<file path="config.mk">
export PLATFORM = sky130hd
export DESIGN_NAME = exec_unit
export DESIGN_NICKNAME = d
export VERILOG_FILES = /design/src/core/exec_pkg.sv /design/src/core/flag_alu.sv /design/src/core/mult_unit.sv /design/src/core/exec_unit.sv
export SDC_FILE = /design/constraint.sdc
export NUM_CORES = 1
export LEC_CHECK = 0
export BUFFER_PORTS_ARGS = -buffer_cell sky130_fd_sc_hd__buf_2
export CAP_MARGIN = 10
export CORE_AREA = 2 2 160 162
export DETAILED_ROUTE_END_ITERATION = 10
export DIE_AREA = 0 0 162 164
export PLACE_DENSITY = 0.77
export SETUP_SLACK_MARGIN = 0.02
export SLEW_MARGIN = 0
export SYNTH_ARGS = -nofsm -noshare
export SYNTH_HDL_FRONTEND = slang
export SYNTH_SLANG_ARGS = --single-unit
</file>
<file path="constraint.sdc">
create_clock -name clk -period 4.5 [get_ports clk]
set_clock_uncertainty 0.1 [all_clocks]
set_input_delay 1.125 -clock clk [delete_from_list [all_inputs] [get_ports clk]]
set_output_delay 1.125 -clock clk [all_outputs]
set_load 0.005 [all_outputs]
</file>
<file path="src/core/exec_pkg.sv">
// Purpose: Shared constants and types for the 8-bit execute datapath.
// Assumes: Decoder presents one instruction with operands already read.
// Notes: Status flags live in one byte, one bit per flag.
//
// Contract
// - Add registers, optional carry in, flags ZCNVH, 1 cycle
// - Word add immediate to pair, flags ZCNVS, 2 cycles
// - Word subtract immediate from pair, ZCNVS, 2 cycles
// - Subtract register or constant, flags ZCNVH, 1 cycle
// - Subtract with carry also removes carry, 1 cycle
// - AND OR XOR update only ZNV, 1 cycle
// - Bit clear ANDs 0xFF minus constant; set ORs
// - Test ANDs register with itself, ZNV, 1 cycle
// - Multiplies put product in R1:R0, ZC, 2 cycles
// - Fractional multiplies shift product left one bit
// - Indirect jump loads PC from Z, 2 cycles
// - Indirect call saves return, PC from Z, 3 cycles
// - Compare-skip on equal, flags kept, 1/2/3 cycles
// - Compares discard result, update ZNVCH, 1 cycle
// - Skip when selected register bit is clear
// - Skip when selected register bit is set
package exec_pkg;
  // Widths
  localparam int DATA_W = 8;
  localparam int PC_W = 16;
  localparam int WORD_K_W = 6;
  localparam int REG_ADDR_W = 2;
  // Flag positions in the status byte
  localparam int FLAG_C = 0;
  localparam int FLAG_Z = 1;
  localparam int FLAG_N = 2;
  localparam int FLAG_V = 3;
  localparam int FLAG_S = 4;
  localparam int FLAG_H = 5;
  // Which flags each class of instruction may change
  localparam logic [7:0] MASK_ARITH = 8'h2f;
  localparam logic [7:0] MASK_WORD = 8'h1f;
  localparam logic [7:0] MASK_LOGIC = 8'h0e;
  localparam logic [7:0] MASK_MULT = 8'h03;
  localparam logic [7:0] MASK_NONE = 8'h00;
  localparam logic [7:0] ALL_ONES = 8'hff;
  // Cycle counts
  localparam logic [1:0] CYC_ONE = 2'h1;
  localparam logic [1:0] CYC_TWO = 2'h2;
  localparam logic [1:0] CYC_THREE = 2'h3;
  // Program counter steps
  localparam logic [15:0] PC_STEP_ONE = 16'h0001;
  localparam logic [15:0] PC_STEP_TWO = 16'h0002;
  localparam logic [15:0] PC_STEP_THREE = 16'h0003;
  // Register port map
  localparam logic [1:0] REG_SREG = 2'h0;
  localparam logic [1:0] REG_CTRL = 2'h1;
  localparam logic [1:0] REG_PC_LO = 2'h2;
  localparam logic [1:0] REG_PC_HI = 2'h3;
  localparam int CTRL_HALT = 0;
  // Reset values
  localparam logic [7:0] SREG_RESET = 8'h00;
  localparam logic [7:0] CTRL_RESET = 8'h00;
  localparam logic [15:0] PC_RESET = 16'h0000;

  typedef enum logic [4:0] {
    OP_NOP, OP_ADD_REGS, OP_ADD_CARRY, OP_WORD_ADD_IMM, OP_WORD_SUB_IMM,
    OP_SUB_REGS, OP_SUB_CONST, OP_SUB_REGS_BORROW, OP_SUB_CONST_BORROW,
    OP_BITAND_REGS, OP_BITAND_CONST, OP_BITOR_REGS, OP_BITOR_CONST,
    OP_BITXOR_REGS, OP_BITS_SET, OP_BITS_CLEAR, OP_ZERO_MINUS_TEST,
    OP_MULT_UNSIGNED, OP_MULT_SIGNED, OP_MULT_MIXED, OP_FRAC_MULT_UNSIGNED,
    OP_FRAC_MULT_SIGNED, OP_FRAC_MULT_MIXED, OP_INDIRECT_JUMP, OP_INDIRECT_CALL,
    OP_COMPARE_SKIP_EQUAL, OP_COMPARE_REGS, OP_COMPARE_BORROW, OP_COMPARE_IMM,
    OP_SKIP_BIT_CLEAR, OP_SKIP_BIT_SET
  } op_e;

  typedef enum logic [1:0] {WB_NONE, WB_BYTE, WB_PAIR, WB_PROD} wb_e;

  // Packs flag values into status byte positions
  function automatic logic [7:0] mk_flags(input logic h, input logic s, input logic v,
                                          input logic n, input logic z, input logic c);
    logic [7:0] f;
    f = 8'h00;
    f[FLAG_H] = h;
    f[FLAG_S] = s;
    f[FLAG_V] = v;
    f[FLAG_N] = n;
    f[FLAG_Z] = z;
    f[FLAG_C] = c;
    return f;
  endfunction : mk_flags
endpackage : exec_pkg

</file>
<file path="src/core/flag_alu.sv">
// Purpose: Byte adder/subtractor with carry, half-carry and overflow.
// Assumes: Subtraction means a minus b minus carryIn.
// Notes: Purely combinational.
module flag_alu #(
  parameter int W = 8
) (
  // Operands
  input wire logic [W-1:0] a,
  input wire logic [W-1:0] b,
  input wire logic carryIn,
  input wire logic subtract,
  // Results
  output logic [W-1:0] result,
  output logic carryOut,
  output logic halfOut,
  output logic overflowOut
);
  // Refuse widths the nibble carry cannot serve
  if (W < 8) begin : g_bad_width
    $error("flag_alu needs at least 8 bits");
  end
  logic [W-1:0] bEff;
  logic cEff;
  logic [W:0] sum;
  logic [4:0] low;
  // Subtract as a + ~b + ~borrow
  always_comb begin
    bEff = subtract ? ~b : b;
    cEff = subtract ? ~carryIn : carryIn;
    sum = {1'b0, a} + {1'b0, bEff} + (W+1)'(cEff);
    low = {1'b0, a[3:0]} + {1'b0, bEff[3:0]} + 5'(cEff);
    result = sum[W-1:0];
    carryOut = sum[W] ^ subtract;
    halfOut = low[4] ^ subtract;
    overflowOut = (a[W-1] == bEff[W-1]) && (sum[W-1] != a[W-1]);
  end
endmodule : flag_alu

</file>
<file path="src/core/mult_unit.sv">
// Purpose: Signed, unsigned and mixed byte multiply with fraction shift.
// Assumes: aSigned and bSigned pick operand signedness.
// Notes: Carry is product top bit taken before the fraction shift.
module mult_unit #(
  parameter int W = 8
) (
  // Operands
  input wire logic [W-1:0] a,
  input wire logic [W-1:0] b,
  input wire logic aSigned,
  input wire logic bSigned,
  input wire logic frac,
  // Results
  output logic [2*W-1:0] product,
  output logic carry,
  output logic zero
);
  // Refuse widths the fraction shift cannot serve
  if (W < 2) begin : g_bad_width
    $error("mult_unit width too small");
  end
  logic signed [W:0] aExt;
  logic signed [W:0] bExt;
  logic signed [2*W+1:0] full;
  logic [2*W-1:0] raw;
  // Extend by one bit so mixed signedness shares one multiplier
  always_comb begin
    aExt = $signed({aSigned & a[W-1], a});
    bExt = $signed({bSigned & b[W-1], b});
    full = aExt * bExt;
    raw = full[2*W-1:0];
    carry = raw[2*W-1];
    product = frac ? {raw[2*W-2:0], 1'b0} : raw;
    zero = (product == '0);
  end
endmodule : mult_unit

</file>
<file path="src/core/exec_unit.sv">
// Purpose: Execute stage for arithmetic, logic, multiply, jump and skip.
// Assumes: Decoder holds issue one cycle with operands valid beside it.
// Notes: Register file write-back and return stack live outside.
//
// Chosen here: the address map and the strobed register port.
module exec_unit (
  // Clock and reset
  input wire logic clk,
  input wire logic nrst,
  // Instruction issue
  input wire logic issue,
  input wire exec_pkg::op_e opcode,
  input wire logic [7:0] rd,
  input wire logic [7:0] rr,
  input wire logic [7:0] rdHigh,
  input wire logic [15:0] zPtr,
  input wire logic [2:0] bitSel,
  input wire logic nextIsTwoWord,
  // Register port
  input wire logic [1:0] regAddr,
  input wire logic [7:0] regWdata,
  input wire logic regWr,
  input wire logic regRd,
  output logic [7:0] regRdata,
  // Results
  output logic ready,
  output logic wbValid,
  output exec_pkg::wb_e wbKind,
  output logic [15:0] wbData,
  output logic [15:0] pc,
  output logic [7:0] sreg,
  output logic pushValid,
  output logic [15:0] pushAddr
);
  typedef struct packed {
    exec_pkg::wb_e kind;
    logic [15:0] data;
    logic [7:0] mask;
    logic [7:0] vals;
    logic [15:0] pc;
    logic push;
    logic [15:0] ret;
  } res_s;

  typedef struct packed {
    logic busy;
    logic [1:0] cnt;
    res_s pend;
    logic ready;
    logic wbValid;
    exec_pkg::wb_e wbKind;
    logic [15:0] wbData;
    logic [15:0] pc;
    logic [7:0] sreg;
    logic [7:0] ctrl;
    logic pushValid;
    logic [15:0] pushAddr;
    logic [7:0] regRdata;
  } st_s;

  st_s s;
  st_s next_s;
  logic [1:0] rstPipe;
  logic rstSync;
  logic take;
  res_s dec;
  res_s fin;
  logic [1:0] decCyc;
  logic [7:0] aluB;
  logic aluCin;
  logic aluSub;
  logic [7:0] aluRes;
  logic aluC;
  logic aluH;
  logic aluV;
  logic mulASigned;
  logic mulBSigned;
  logic mulFrac;
  logic [15:0] mulProd;
  logic mulC;
  logic mulZ;
  logic [15:0] pairIn;
  logic [15:0] wordK;
  logic [15:0] wordRes;
  logic [7:0] logicRes;

  // Reset release through two flops
  always_ff @(posedge clk or negedge nrst) begin
    if (!nrst) begin
      rstPipe <= 2'b00;
    end else begin
      rstPipe <= {rstPipe[0], 1'b1};
    end
  end
  assign rstSync = rstPipe[1];

  assign take = issue && s.ready;

  flag_alu #(.W(exec_pkg::DATA_W)) u_alu (
    .a(rd),
    .b(aluB),
    .carryIn(aluCin),
    .subtract(aluSub),
    .result(aluRes),
    .carryOut(aluC),
    .halfOut(aluH),
    .overflowOut(aluV)
  );

  mult_unit #(.W(exec_pkg::DATA_W)) u_mult (
    .a(rd),
    .b(rr),
    .aSigned(mulASigned),
    .bSigned(mulBSigned),
    .frac(mulFrac),
    .product(mulProd),
    .carry(mulC),
    .zero(mulZ)
  );

  // Operand steering for adder and multiplier
  always_comb begin
    aluB = rr;
    aluCin = 1'b0;
    aluSub = 1'b0;
    mulASigned = 1'b0;
    mulBSigned = 1'b0;
    mulFrac = 1'b0;
    case (opcode)
      exec_pkg::OP_ADD_CARRY: aluCin = s.sreg[exec_pkg::FLAG_C];
      exec_pkg::OP_SUB_REGS, exec_pkg::OP_SUB_CONST, exec_pkg::OP_COMPARE_REGS,
      exec_pkg::OP_COMPARE_IMM: aluSub = 1'b1;
      exec_pkg::OP_SUB_REGS_BORROW, exec_pkg::OP_SUB_CONST_BORROW,
      exec_pkg::OP_COMPARE_BORROW: begin
        aluSub = 1'b1;
        aluCin = s.sreg[exec_pkg::FLAG_C];
      end
      exec_pkg::OP_MULT_SIGNED, exec_pkg::OP_FRAC_MULT_SIGNED: begin
        mulASigned = 1'b1;
        mulBSigned = 1'b1;
      end
      exec_pkg::OP_MULT_MIXED, exec_pkg::OP_FRAC_MULT_MIXED: mulASigned = 1'b1;
      default: ;
    endcase
    if (opcode == exec_pkg::OP_FRAC_MULT_UNSIGNED || opcode == exec_pkg::OP_FRAC_MULT_SIGNED ||
        opcode == exec_pkg::OP_FRAC_MULT_MIXED) begin
      mulFrac = 1'b1;
    end
  end

  // Word arithmetic and bitwise results
  always_comb begin
    pairIn = {rdHigh, rd};
    wordK = 16'(rr[exec_pkg::WORD_K_W-1:0]);
    wordRes = (opcode == exec_pkg::OP_WORD_SUB_IMM) ? pairIn - wordK : pairIn + wordK;
    case (opcode)
      exec_pkg::OP_BITAND_REGS, exec_pkg::OP_BITAND_CONST: logicRes = rd & rr;
      exec_pkg::OP_BITOR_REGS, exec_pkg::OP_BITOR_CONST, exec_pkg::OP_BITS_SET:
        logicRes = rd | rr;
      exec_pkg::OP_BITXOR_REGS: logicRes = rd ^ rr;
      exec_pkg::OP_BITS_CLEAR: logicRes = rd & (exec_pkg::ALL_ONES - rr);
      default: logicRes = rd & rd;
    endcase
  end

  // Decode of result, flags, cycle count and next program counter
  always_comb begin
    logic skip;
    logic zBorrow;
    logic wv;
    logic wc;
    skip = 1'b0;
    zBorrow = (aluRes == 8'h00) && s.sreg[exec_pkg::FLAG_Z];
    wv = 1'b0;
    wc = 1'b0;
    dec = '0;
    dec.kind = exec_pkg::WB_NONE;
    dec.mask = exec_pkg::MASK_NONE;
    dec.pc = s.pc + exec_pkg::PC_STEP_ONE;
    dec.ret = s.pc + exec_pkg::PC_STEP_ONE;
    decCyc = exec_pkg::CYC_ONE;
    case (opcode)
      exec_pkg::OP_ADD_REGS, exec_pkg::OP_ADD_CARRY, exec_pkg::OP_SUB_REGS,
      exec_pkg::OP_SUB_CONST: begin
        dec.kind = exec_pkg::WB_BYTE;
        dec.data = 16'(aluRes);
        dec.mask = exec_pkg::MASK_ARITH;
        dec.vals = exec_pkg::mk_flags(aluH, 1'b0, aluV, aluRes[7], aluRes == 8'h00, aluC);
      end
      exec_pkg::OP_SUB_REGS_BORROW, exec_pkg::OP_SUB_CONST_BORROW: begin
        dec.kind = exec_pkg::WB_BYTE;
        dec.data = 16'(aluRes);
        dec.mask = exec_pkg::MASK_ARITH;
        dec.vals = exec_pkg::mk_flags(aluH, 1'b0, aluV, aluRes[7], zBorrow, aluC);
      end
      exec_pkg::OP_COMPARE_REGS, exec_pkg::OP_COMPARE_IMM: begin
        dec.mask = exec_pkg::MASK_ARITH;
        dec.vals = exec_pkg::mk_flags(aluH, 1'b0, aluV, aluRes[7], aluRes == 8'h00, aluC);
      end
      exec_pkg::OP_COMPARE_BORROW: begin
        dec.mask = exec_pkg::MASK_ARITH;
        dec.vals = exec_pkg::mk_flags(aluH, 1'b0, aluV, aluRes[7], zBorrow, aluC);
      end
      exec_pkg::OP_WORD_ADD_IMM, exec_pkg::OP_WORD_SUB_IMM: begin
        if (opcode == exec_pkg::OP_WORD_ADD_IMM) begin
          wv = !rdHigh[7] && wordRes[15];
          wc = !wordRes[15] && rdHigh[7];
        end else begin
          wv = rdHigh[7] && !wordRes[15];
          wc = wordRes[15] && !rdHigh[7];
        end
        dec.kind = exec_pkg::WB_PAIR;
        dec.data = wordRes;
        dec.mask = exec_pkg::MASK_WORD;
        dec.vals = exec_pkg::mk_flags(1'b0, wordRes[15] ^ wv, wv, wordRes[15],
                                      wordRes == 16'h0000, wc);
        decCyc = exec_pkg::CYC_TWO;
      end
      exec_pkg::OP_BITAND_REGS, exec_pkg::OP_BITAND_CONST, exec_pkg::OP_BITOR_REGS,
      exec_pkg::OP_BITOR_CONST, exec_pkg::OP_BITXOR_REGS, exec_pkg::OP_BITS_SET,
      exec_pkg::OP_BITS_CLEAR, exec_pkg::OP_ZERO_MINUS_TEST: begin
        dec.kind = exec_pkg::WB_BYTE;
        dec.data = 16'(logicRes);
        dec.mask = exec_pkg::MASK_LOGIC;
        dec.vals = exec_pkg::mk_flags(1'b0, 1'b0, 1'b0, logicRes[7], logicRes == 8'h00, 1'b0);
      end
      exec_pkg::OP_MULT_UNSIGNED, exec_pkg::OP_MULT_SIGNED, exec_pkg::OP_MULT_MIXED,
      exec_pkg::OP_FRAC_MULT_UNSIGNED, exec_pkg::OP_FRAC_MULT_SIGNED,
      exec_pkg::OP_FRAC_MULT_MIXED: begin
        dec.kind = exec_pkg::WB_PROD;
        dec.data = mulProd;
        dec.mask = exec_pkg::MASK_MULT;
        dec.vals = exec_pkg::mk_flags(1'b0, 1'b0, 1'b0, 1'b0, mulZ, mulC);
        decCyc = exec_pkg::CYC_TWO;
      end
      exec_pkg::OP_INDIRECT_JUMP: begin
        dec.pc = zPtr;
        decCyc = exec_pkg::CYC_TWO;
      end
      exec_pkg::OP_INDIRECT_CALL: begin
        dec.pc = zPtr;
        dec.push = 1'b1;
        decCyc = exec_pkg::CYC_THREE;
      end
      exec_pkg::OP_COMPARE_SKIP_EQUAL: skip = (rd == rr);
      exec_pkg::OP_SKIP_BIT_CLEAR: skip = !rr[bitSel];
      exec_pkg::OP_SKIP_BIT_SET: skip = rr[bitSel];
      default: ;
    endcase
    // Skip length follows the size of the instruction jumped over
    if (skip) begin
      decCyc = nextIsTwoWord ? exec_pkg::CYC_THREE : exec_pkg::CYC_TWO;
      dec.pc = s.pc + (nextIsTwoWord ? exec_pkg::PC_STEP_THREE : exec_pkg::PC_STEP_TWO);
    end
  end

  // Sequencing, retirement and register port
  always_comb begin
    logic retire;
    retire = 1'b0;
    next_s = s;
    next_s.wbValid = 1'b0;
    next_s.pushValid = 1'b0;
    next_s.regRdata = 8'h00;
    fin = s.busy ? s.pend : dec;
    if (regWr) begin
      case (regAddr)
        exec_pkg::REG_SREG: next_s.sreg = regWdata;
        exec_pkg::REG_CTRL: next_s.ctrl = regWdata;
        default: ;
      endcase
    end
    if (regRd) begin
      case (regAddr)
        exec_pkg::REG_SREG: next_s.regRdata = s.sreg;
        exec_pkg::REG_CTRL: next_s.regRdata = s.ctrl;
        exec_pkg::REG_PC_LO: next_s.regRdata = s.pc[7:0];
        exec_pkg::REG_PC_HI: next_s.regRdata = s.pc[15:8];
        default: next_s.regRdata = 8'h00;
      endcase
    end
    if (s.busy) begin
      next_s.cnt = s.cnt - 2'h1;
      retire = (s.cnt == exec_pkg::CYC_ONE);
      next_s.busy = !retire;
    end else if (take) begin
      next_s.pend = dec;
      next_s.cnt = decCyc - 2'h1;
      retire = (decCyc == exec_pkg::CYC_ONE);
      next_s.busy = !retire;
    end
    // Flag updates from retirement win over a software write
    if (retire) begin
      next_s.wbValid = (fin.kind != exec_pkg::WB_NONE);
      next_s.wbKind = fin.kind;
      next_s.wbData = fin.data;
      next_s.sreg = (next_s.sreg & ~fin.mask) | (fin.vals & fin.mask);
      next_s.pc = fin.pc;
      next_s.pushValid = fin.push;
      next_s.pushAddr = fin.ret;
    end
    next_s.ready = !next_s.busy && !next_s.ctrl[exec_pkg::CTRL_HALT];
  end

  // State register
  always_ff @(posedge clk or negedge rstSync) begin
    if (!rstSync) begin
      s <= '0;
      s.sreg <= exec_pkg::SREG_RESET;
      s.ctrl <= exec_pkg::CTRL_RESET;
      s.pc <= exec_pkg::PC_RESET;
    end else begin
      s <= next_s;
    end
  end

  assign ready = s.ready;
  assign wbValid = s.wbValid;
  assign wbKind = s.wbKind;
  assign wbData = s.wbData;
  assign pc = s.pc;
  assign sreg = s.sreg;
  assign pushValid = s.pushValid;
  assign pushAddr = s.pushAddr;
  assign regRdata = s.regRdata;
endmodule : exec_unit

</file>
* After elaboration in Yosys (flattened, before gate mapping)
Index checks and enable logic that the tools add are counted.
Widths: inputs -> output; s select.
** Cells by class
- Mux-type cells :: 37
- Multipliers :: 1
- Bitwise operators :: 17
- Equality and inequality tests :: 38
- $add $sub $neg :: 11
- Order comparisons :: 1
- Reductions and logical operators :: 38
** Operators with widths (number)
- $mux 16 :: 5
- $eq 5x5->1 const B :: 15
- $pmux 18 s4 :: 1
- $mux 70 :: 1
- $pmux 14 s5 :: 1
- $mux 67 :: 1
- $pmux 8 s4 :: 2
- $mux 43 :: 1
- $and 8x8->8 :: 5
- $eq 5x4->1 const B :: 8
- $logic_not 16->1 :: 2
- $mux 8 :: 4
- $eq 5x3->1 const B :: 4
- $reduce_or 6->1 :: 3
- $mux 17 :: 1
- $add 16x1->16 const B :: 1
- $add 16x2->16 :: 1
- $add 16x6->16 :: 1
- $logic_not 8->1 :: 2
- $mul 9x9->16 :: 1
- $not 8->8 :: 2
- $or 8x8->8 :: 2
- $sub 16x6->16 :: 1
- $mux 1 :: 15
- other kinds (35) :: 63
** Storage, ports and cells
- Bits of input ports :: 64
- Register bits :: 149
- Word-level logic and storage cells :: 164
- Output and inout bits :: 69

* Depth between registers and ports, before layout
Gate-level depths: netlist of run 1.
- Depth after elaboration :: 14
- Mapped depth :: 24
- Mapped depth without buffers :: 22

* Hierarchy
Synthesis of run 1 repeated with hierarchy kept, for this count alone.
** Unflattened totals
- Cell total of the unflattened synthesis :: 1539
- Area, all modules :: 13437.9 um2
** Modules (own cells, without submodules)
- exec_unit :: sequential area each 3603.5 um2, instances 1, cells each 1152, area each 10038.4 um2
- mult_unit :: sequential area each 0.0 um2, instances 1, cells each 337, area each 2962.8 um2
- flag_alu :: sequential area each 0.0 um2, instances 1, cells each 50, area each 436.7 um2

* Least setup slack after synthesis of run 1
Ideal clock, no wire load.
- Path kind :: input to register
- Start :: in opcode[2]
- End :: reg, netlist name sreg[1]
- Arrival time :: 6.640 ns
- Library setup time :: 0.082 ns
- Setup slack :: -2.322 ns
- Cell stages on the path :: 23
- Required time :: 4.318 ns
- Path buffers :: 1
- Path through :: buf_2 > and3b_1 > o211a_2 > nand2_1 > inv_1 > fa_1 > inv_1 > fa_1 > inv_1 > fa_1 > inv_1 > fa_1 > fa_1 > inv_1 > ha_1 > o21ai_0 > o21bai_1 > a2111oi_2 > nor4_1 > or3_1 > a2111oi_1 > nor3_1 > a31oi_1
** RTL lines
- start, declared :: RTL line exec_unit.sv:12 : input wire exec_pkg::op_e opcode,

==> Implementation_results.wiki, run 1 <==
{| class="wikitable"
! Metric !! Value
|-
| End of the worst hold path || rstPipe[1]$_DFF_PN0_
|-
| Type of element launching the critical path || input port
|-
| Total via count in the routed design || between 10000 and 15000
|-
| Worst Path Required || 4750 ps
|-
| Fmax || between 150 and 200 MHz
|-
| Outcome || finished, violations left
|-
| Data arrival at the endpoint of the critical path || roughly 6400 ps
|-
| Initial cell density of the core || 0.544
|-
| Placer congestion estimate || 0.980
|-
| HPWL after detailed placement || 33300 um
|-
| Total DRC errors in the routed layout || 0
|-
| Maximum fanout count along the critical path || 4
|-
| First-pass detailed-route iteration total || 6
|-
| Via count normalized by instance count || about 6.1
|-
| # Max-Cap Violations || 0
|-
| Most common cell after layout, fill and taps aside || sky130_fd_sc_hd__buf_4
|-
| Main synth FF type || sky130_fd_sc_hd__dfrtp_1
|-
| Master cell of the clock root buffer || sky130_fd_sc_hd__clkbuf_16
|-
| Die Footprint || around 0.027 sq mm
|-
| Wirelength, routed || 44800 um
|-
| Worst slew pin tran || just under 1000 ps
|-
| Number of DRC markers after the initial detailed-route iteration || ~1400
|-
| Distinct cell type count after synthesis || 100
|-
| Placed instance count || ~2100
|-
| Antenna violations before repair || 2
|-
| Wire length of the first global-routing pass || between 60000 and 70000 um
|-
| Average wire length per cell after detail routing || roughly 21 um
|-
| Via count of the first global-routing pass || between 10000 and 15000
|-
| Global routing's busiest layer || met2
|-
| Total routing usage reported by global routing || 0.336
|-
| Syn nets || roughly 1800
|-
| Cell row count || 58
|-
| GR met2 Demand/Resource || 0.580
|-
| X dimension of the die || around 160 um
|-
| Reg2Reg Setup Slack || slightly above 900 ps
|-
| Layout overhead on the synthesized area || 26.3%
|-
| Clock Sinks || about 140
|-
| Final net count || between 2000 and 2500
|-
| Post-synthesis instance area || approximately 0.013 sq mm
|-
| Post-synth EDFFs || 0
|-
| Hold Startpoint || rstPipe[0]$_DFF_PN0_
|-
| Total power || roughly 0.0093 W
|-
| Sequential cell area fraction in the yosys report || 0.267
|-
| Cells along the critical path || buf_8 > and3b_2 > o211a_4 > nand2_4 > inv_2 > fa_1 > inv_1 > fa_1 > inv_1 > fa_1 > inv_2 > fa_1 > fa_1 > inv_2 > ha_4 > o21ai_2 > o21bai_2 > a2111oi_4 > o2111a_1 > or3_4 > a2111oi_4 > nor3_2 > a31oi_1
|-
| Reg2Reg Depth || 14
|-
| Number of endpoints failing setup at the final stage || 20
|-
| Power density over the cells || about 550 mW/mm^2
|-
| Share of cells above drive strength 1 || 0.325
|-
| Count of boundary I/O pins || between 100 and 150
|-
| H-tree lvl count || 4
|-
| CTS tree || yes
|-
| Violated checks || negative setup slack
|-
| Largest net degree at the start of global routing || 99
|-
| Cell count after synthesis || approximately 1600
|-
| Maximum ir drop on the vdd rail || between 0.3 and 0.4 mV
|-
| Cell with the most instances on the worst path || sky130_fd_sc_hd__fa_1
|-
| Critical path's largest stage delay || approximately 510 ps
|-
| Capturing point of the worst reg2reg path || sreg[0]$_DFF_PN0_
|-
| Worst-case headroom to the max-slew limit || 0.350
|-
| Critical Setup Path Class || in2reg
|-
| Critical Path Sink Type || flop
|-
| Setup repair after global routing missed its margin || yes
|-
| Std-Cell Core Area || 0.0248 sq mm
|-
| Endpoints failing hold || 0
|-
| Worst-skew pair later-pin latency || 430 ps
|-
| Synth Register Bits || around 140
|-
| Async set-reset flop share out of synthesis || 1.00
|-
| Total number of yosys warnings || 0
|-
| Number of I/O port buffers || 132
|-
| GR Overflow Total || 0
|-
| Leakage component of the power || 8.15 nW
|-
| Period minus WS final || roughly 6200 ps
|-
| Critical R2R Launch || sreg[0]$_DFF_PN0_
|-
| Die Ht || 164 um
|-
| Slew Viols, Final || 0
|-
| Highest-count cells in the layout ignoring fill and taps || sky130_fd_sc_hd__buf_4 (223), sky130_fd_sc_hd__nor2_1 (161), sky130_fd_sc_hd__nand2_1 (159)
|-
| Critical-path cell with the highest stage delay || sky130_fd_sc_hd__fa_1
|-
| GRT met3 Usage || 0.0558
|-
| Setup ws final || -1670 ps
|-
| Met1 GRT Util || 0.409
|-
| Number of nets with antenna violations after detailed routing || 0
|-
| Placement Setup Slack || -2260 ps
|-
| Number of cells traversed by the worst hold path || 0
|-
| Post-synthesis area per instance || between 8 and 9 sq um
|-
| Post-CTS Hold Fix Bufs || 0
|-
| Non-Filler Instances || roughly 2200
|-
| Bufs on Longest Clock Path || 2
|-
| Number of CTS-inserted buffers || 17
|-
| Period Utilization, post-route || 1.37
|-
| Class of the tightest hold or removal check || reg2reg
|-
| Clock transition at the registers of the reported paths || approximately 70 ps
|}
==> report_power, final <==
| part | leakage, nW | switching, W | internal [W] |
|---|---|---|---|
| clock | 0.291 | 0.000645 | 0.000792 |
| combinational | 6.07 | 0.00292 | 0.00260 |
| sequential | 1.79 | 0.000503 | 0.00183 |
| total | 8.15 | 0.00407 | 0.00522 |
==> sequential cells by signal, indices dropped and copies added, names as in the netlist <==
name,flops
sreg,8
pushAddr,16
rstPipe,2
wbData,16
regRdata,8
ready,1
pc,16
pushValid,1
wbKind,2
s,73
wbValid,1
==> critical path: cells and delay by family <==
kind | cells | cell delay, ps
AO/OA/AOI/OAI | 7 | 1460
adder cells (fa/ha/maj) | 6 | 2690
AND/OR/NAND/NOR | 4 | 800
buffers and inverters | 6 | 320
==> synth_stat cells, types with 9 or more instances <==
| master | n | area, sq um |
|---|---|---|
| sky130_fd_sc_hd__a211oi_1 | 18 | 135 |
| sky130_fd_sc_hd__a21o_1 | 24 | 180 |
| sky130_fd_sc_hd__a21oi_1 | 81 | 405 |
| sky130_fd_sc_hd__a31oi_1 | 10 | 62.6 |
| sky130_fd_sc_hd__and2_1 | 15 | 93.8 |
| sky130_fd_sc_hd__buf_2 | 22 | 110 |
| sky130_fd_sc_hd__buf_4 | 72 | 541 |
| sky130_fd_sc_hd__clkbuf_1 | 45 | 169 |
| sky130_fd_sc_hd__clkinv_1 | 13 | 48.8 |
| sky130_fd_sc_hd__dfrtp_1 | 144 | 3600 |
| sky130_fd_sc_hd__fa_1 | 66 | 1320 |
| sky130_fd_sc_hd__ha_1 | 77 | 963 |
| sky130_fd_sc_hd__inv_1 | 107 | 402 |
| sky130_fd_sc_hd__mux2_2 | 21 | 236 |
| sky130_fd_sc_hd__mux2i_1 | 34 | 340 |
| sky130_fd_sc_hd__mux4_2 | 10 | 225 |
| sky130_fd_sc_hd__nand2_1 | 165 | 619 |
| sky130_fd_sc_hd__nand2b_1 | 17 | 106 |
| sky130_fd_sc_hd__nand3_1 | 26 | 130 |
| sky130_fd_sc_hd__nor2_1 | 176 | 661 |
| sky130_fd_sc_hd__nor2b_1 | 15 | 93.8 |
| sky130_fd_sc_hd__nor3_1 | 27 | 135 |
| sky130_fd_sc_hd__nor4_1 | 9 | 56.3 |
| sky130_fd_sc_hd__o211ai_1 | 13 | 97.6 |
| sky130_fd_sc_hd__o21a_1 | 14 | 105 |
| sky130_fd_sc_hd__o21ai_0 | 83 | 415 |
| sky130_fd_sc_hd__o21ai_1 | 18 | 90.1 |
| sky130_fd_sc_hd__o22ai_1 | 10 | 62.6 |
| sky130_fd_sc_hd__xnor2_1 | 47 | 412 |
| sky130_fd_sc_hd__xor2_1 | 23 | 201 |
==> what timing repair did <==
action | in CTS | in global routing
gates resized for setup | 109 | 56
setup buffers | 24 | 4
hold endpoints to repair | 0 | 0
pin swaps | 61 | 49
endpoints found under the setup margin | 27 | 27
==> final cells by class <==
| class | instances | area, sq um |
|---|---|---|
| antenna | 1 | 2.50 |
| clock buffer | 17 | 425 |
| clock inverter | 15 | 163 |
| fill | 1879 | 7770 |
| inverter | 122 | 517 |
| multi-input combinational | 1155 | 9230 |
| sequential | 144 | 3610 |
| tap | 330 | 413 |
| timing repair buffer | 376 | 2690 |
==> cell families after synthesis <==
logic type / share of synthesized area
adder cells (fa/ha/maj): 0.169
multiplexers: 0.0603
other: 0.000278
AND/OR/NAND/NOR: 0.178
AO/OA/AOI/OAI: 0.179
XOR/XNOR: 0.0466
buffers and inverters: 0.100
flip-flops: 0.267
==> layer usage <==
metal | up-vias | part of all wire
li1 | 5858 | -
met4 | 0 | 0.056
met1 | 6342 | 0.38
met2 | 762 | 0.48
met5 | - | 0
met3 | 164 | 0.082
==> worst max-delay path by stage <==
stage               from                 end  slack [ps]  cells past startpoint
3_3_place_gp   opcode[4]   sreg[1]$_DFF_PN0_       -2120                     24
2_1_floorplan  opcode[1]   sreg[1]$_DFF_PN0_       -1810                     24
6_report       opcode[2]   sreg[1]$_DFF_PN0_       -1670                     23
5_1_grt        opcode[0]  s[111]$_DFFE_PN0P_       -1810                     23
4_1_cts        opcode[0]   sreg[1]$_DFF_PN0_       -1590                     23
3_5_place_dp   opcode[3]   sreg[1]$_DFF_PN0_       -2260                     20
==> stage by stage <==
step	utilization	hold WS (ps)	TNS (ps)	cell area [sq um]
global route	0.687	273	-29330	17000
floorplan	-	231	-26560	13700
detailed placement	0.628	248	-43530	15600
global placement	0.628	239	-41040	15600
finish	0.687	259	-26290	17000
CTS	0.677	262	-24940	16800
No activity file was read; power rests on OpenSTA's default activity.
==> run 2, diff against run 1 <==
BUFFER_PORTS_ARGS = -buffer_cell sky130_fd_sc_hd__clkbuf_2   (was -buffer_cell sky130_fd_sc_hd__buf_2)
==> run 2 against run 1 <==
  * Clock power hardly changed
  * The flow still finishes with violations (negative setup slack)
  * Critical path type unchanged
  * Combinational power grew 2%
  * Critical endpoint unchanged
  * Largest power group unchanged
  * Wire length rose by 0.64%
  * First-iteration DRC count is 2.1% higher
==> Implementation_results.wiki, run 2 (synthesis results as in run 1) <==
{| class="wikitable"
! Metric !! Value
|-
| Antenna violations before repair || 0 (-2)
|-
| HPWL after detailed placement || 34200 um (+2.8%)
|-
| H-tree lvl count || 4 (unchanged)
|-
| Wire length of the first global-routing pass || 69800 um (+0.53%)
|-
| CTS tree || yes
|-
| Worst-skew pair later-pin latency || 430 ps (about the same)
|-
| Final net count || 2037 (+0.69%)
|-
| CP top delay family || adder cells
|-
| Std-Cell Core Area || 0.0248 sq mm (unchanged)
|-
| Number of nets with antenna violations after detailed routing || 0 (unchanged)
|-
| Period Utilization, post-route || 1.38 (+0.00490)
|-
| GRT met3 Usage || 0.0518 (-0.00404)
|-
| Worst slew pin tran || 996 ps (+21.0 ps)
|-
| Cells along the critical path || buf_6 > and3b_2 > o211a_4 > nand2_4 > inv_2 > fa_1 > inv_1 > fa_1 > inv_1 > fa_1 > inv_2 > fa_1 > fa_1 > inv_2 > ha_4 > o21ai_4 > o21bai_4 > a2111oi_4 > o2111a_1 > or3_4 > a2111oi_4 > nor3_2 > a31oi_1
|-
| Via count normalized by instance count || 5.95 (-2.0%)
|-
| Global routing's busiest layer || met2
|-
| Total placed instance area || 0.0157 sq mm (+0.61%)
|-
| Slew Viols, Final || 0 (unchanged)
|-
| Clock Sinks || 144 (unchanged)
|-
| Hold Startpoint || rstPipe[0]$_DFF_PN0_
|-
| Critical Setup Path Class || in2reg
|-
| Clock transition at the registers of the reported paths || 70 ps (about the same)
|-
| GR Overflow Total || 0 (unchanged)
|-
| Share of cells above drive strength 1 || 0.326 (+0.000784)
|-
| Critical Path Sink Type || flop
|-
| Clock power share || 0.153 (-0.002)
|-
| Worst Path Required || 4750 ps (about the same)
|-
| Fmax || 162 MHz (-0.36%)
|-
| Cell area after layout || 0.0172 sq mm (+0.99%)
|-
| Die Footprint || 0.0266 sq mm (unchanged)
|-
| Total DRC errors in the routed layout || 0 (unchanged)
|-
| Cell row count || 58 (unchanged)
|-
| Sum Neg Setup Slack || -26200 ps (+89.2 ps)
|-
| Leakage component of the power || 8.23 nW (+1.1%)
|-
| Portion of total power attributed to combinational logic || 0.598 (+0.004)
|-
| Number of DRC markers after the initial detailed-route iteration || 1458 (+2.1%)
|-
| Setup repair after global routing missed its margin || yes
|-
| Register name with the most flops || s
|-
| Period minus WS final || 6190 ps (+22.0 ps)
|-
| Largest net degree at the start of global routing || 99 (unchanged)
|-
| Initial cell density of the core || 0.544 (unchanged)
|-
| Fraction of power consumed by sequential logic || 0.249 (-0.002)
|-
| Inserted Diodes || 0 (-1)
|-
| Outcome || finished, violations left
|-
| Highest-count cells in the layout ignoring fill and taps || sky130_fd_sc_hd__buf_4 (231), sky130_fd_sc_hd__nor2_1 (162), sky130_fd_sc_hd__nand2_1 (159)
|-
| Met1 GRT Util || 0.430 (+0.0208)
|-
| Count of boundary I/O pins || 133 (unchanged)
|-
| Internal Power || 0.00524 W (+0.34%)
|-
| Most common cell after layout, fill and taps aside || sky130_fd_sc_hd__buf_4
|-
| Number of I/O port buffers || 132 (unchanged)
|-
| Bufs on Longest Clock Path || 2 (unchanged)
|-
| Total routing usage reported by global routing || 0.340 (+0.00363)
|-
| Wirelength, routed || 45100 um (+0.64%)
|-
| Die Ht || 164 um (unchanged)
|-
| X dimension of the die || 162 um (unchanged)
|-
| Layout overhead on the synthesized area || 27.6%
|-
| Worst Hold Slack || 255 ps (-4.40 ps)
|-
| Number of CTS-inserted buffers || 17 (unchanged)
|-
| Capturing point of the worst reg2reg path || sreg[0]$_DFF_PN0_
|-
| Largest register FFs || 73 (unchanged)
|-
| # Max-Cap Violations || 0 (unchanged)
|-
| Net load switching power || 0.00418 W (+2.7%)
|-
| Reg2Reg Setup Slack || 740 ps (-170 ps)
|-
| Setup ws final || -1690 ps (-22.0 ps)
|-
| GR met2 Demand/Resource || 0.572 (-0.00812)
|-
| Master cell of the clock root buffer || sky130_fd_sc_hd__clkbuf_16
|-
| Reg2Reg Depth || 15 (+1)
|-
| Type of element launching the critical path || input port
|-
| Worst-case headroom to the max-slew limit || 0.336 (-0.0140)
|-
| Total power || 0.00942 W (+1.4%)
|-
| Critical R2R Launch || sreg[0]$_DFF_PN0_
|-
| End of the worst hold path || rstPipe[1]$_DFF_PN0_
|-
| Sum of buffers and inverters on the critical path || 6 (unchanged)
|-
| Switching fraction of total power || 0.444 (+0.00564)
|-
| Placer congestion estimate || 0.998 (+1.8%)
|-
| Count of filler cells inserted in the layout || 1914 (+1.9%)
|-
| Post-CTS Hold Fix Bufs || 0 (unchanged)
|-
| Via count of the first global-routing pass || 12700 (-3.3%)
|-
| Maximum ir drop on the vdd rail || 0.325 mV (+3.3%)
|-
| Data arrival at the endpoint of the critical path || 6440 ps (+20 ps)
|-
| Number of endpoints failing setup at the final stage || 21 (+5.0%)
|-
| Average wire length per cell after detail routing || 20.7 um (about the same)
|-
| Class of the tightest hold or removal check || reg2reg
|-
| First-pass detailed-route iteration total || 6 (unchanged)
|-
| Violated checks || negative setup slack
|-
| Total via count in the routed design || 12900 (-1.5%)
|-
| Critical-path cell with the highest stage delay || sky130_fd_sc_hd__fa_1
|-
| Critical path's largest stage delay || 520 ps (about the same)
|-
| Endpoints failing hold || 0 (unchanged)
|-
| Maximum fanout count along the critical path || 5 (+1)
|-
| Power density over the cells || 547 mW/mm^2 (+0.36%)
|-
| Cell with the most instances on the worst path || sky130_fd_sc_hd__fa_1
|-
| Number of cells traversed by the worst hold path || 0 (unchanged)
|}
run 2: cell types whose count changed in the layout (fill, tap and decap cells not counted), moves of 3 or more:
cell,delta
sky130_fd_sc_hd__inv_1,+6
sky130_fd_sc_hd__clkinv_8,+5
sky130_fd_sc_hd__a21oi_2,+4
sky130_fd_sc_hd__buf_4,+8
sky130_fd_sc_hd__clkbuf_2,+127
sky130_fd_sc_hd__inv_6,-5
sky130_fd_sc_hd__buf_2,-122
sky130_fd_sc_hd__inv_2,-6
sky130_fd_sc_hd__ha_1,+4
sky130_fd_sc_hd__ha_2,-3
run 2: area by class of cell:
type                            count  area, sq um  area share
Sequential cell                   144         3610       0.210
Multi-Input combinational cell   1155         9280       0.539
Clock buffer                       17          425      0.0247
Timing Repair Buffer              390         2800       0.163
Inverter                          122          497      0.0288
Clock inverter                     15          190      0.0110
Tap cell                          330          413      0.0240
run 2: power by group through the flow:
stage,Combinational [W],Clock [W],Sequential [W]
after CTS,0.00513,0.00144,0.00232
after detailed placement,0.00472,0,0.00234
final,0.00564,0.00144,0.00235
after floorplan,0.00339,0,0.00211
after global placement,0.00458,0,0.00231
after global routing,0.00613,0.00149,0.00239
run 2: worst max-delay path by stage:
stage,start,endpoint,slack [ps],cells after the start
after floorplan,opcode[1],sreg[1]$_DFF_PN0_,-1810,24
after global placement,opcode[1],sreg[1]$_DFF_PN0_,-2050,20
after detailed placement,opcode[1],sreg[1]$_DFF_PN0_,-2220,21
after CTS,opcode[0],s[111]$_DFFE_PN0P_,-1610,21
after global routing,opcode[0],sreg[1]$_DFF_PN0_,-1850,23
final,opcode[0],sreg[1]$_DFF_PN0_,-1690,23
run 2: per-layer routing:
metal | up-vias | part of all wire
met5 | - | 0
met4 | 0 | 0.048
met3 | 154 | 0.079
met2 | 673 | 0.48
met1 | 6223 | 0.39
li1 | 5885 | -
run 2: metrics by stage:
step / utilization / worst slack [ps] / cells
floorplan: - / -1810 / 1572
global placement: 0.632 / -2050 / 2116
detailed placement: 0.632 / -2220 / 2116
CTS: 0.675 / -1610 / 2161
global route: 0.694 / -1850 / 2173
finish: 0.694 / -1690 / 2173
run 2: what timing repair did:
item | in CTS | in global routing
buffers inserted | 13 | 12
pin swaps | 41 | 51
hold endpoints to repair | 0 | 0
setup endpoints to repair | 26 | 28
gates resized for setup | 70 | 82
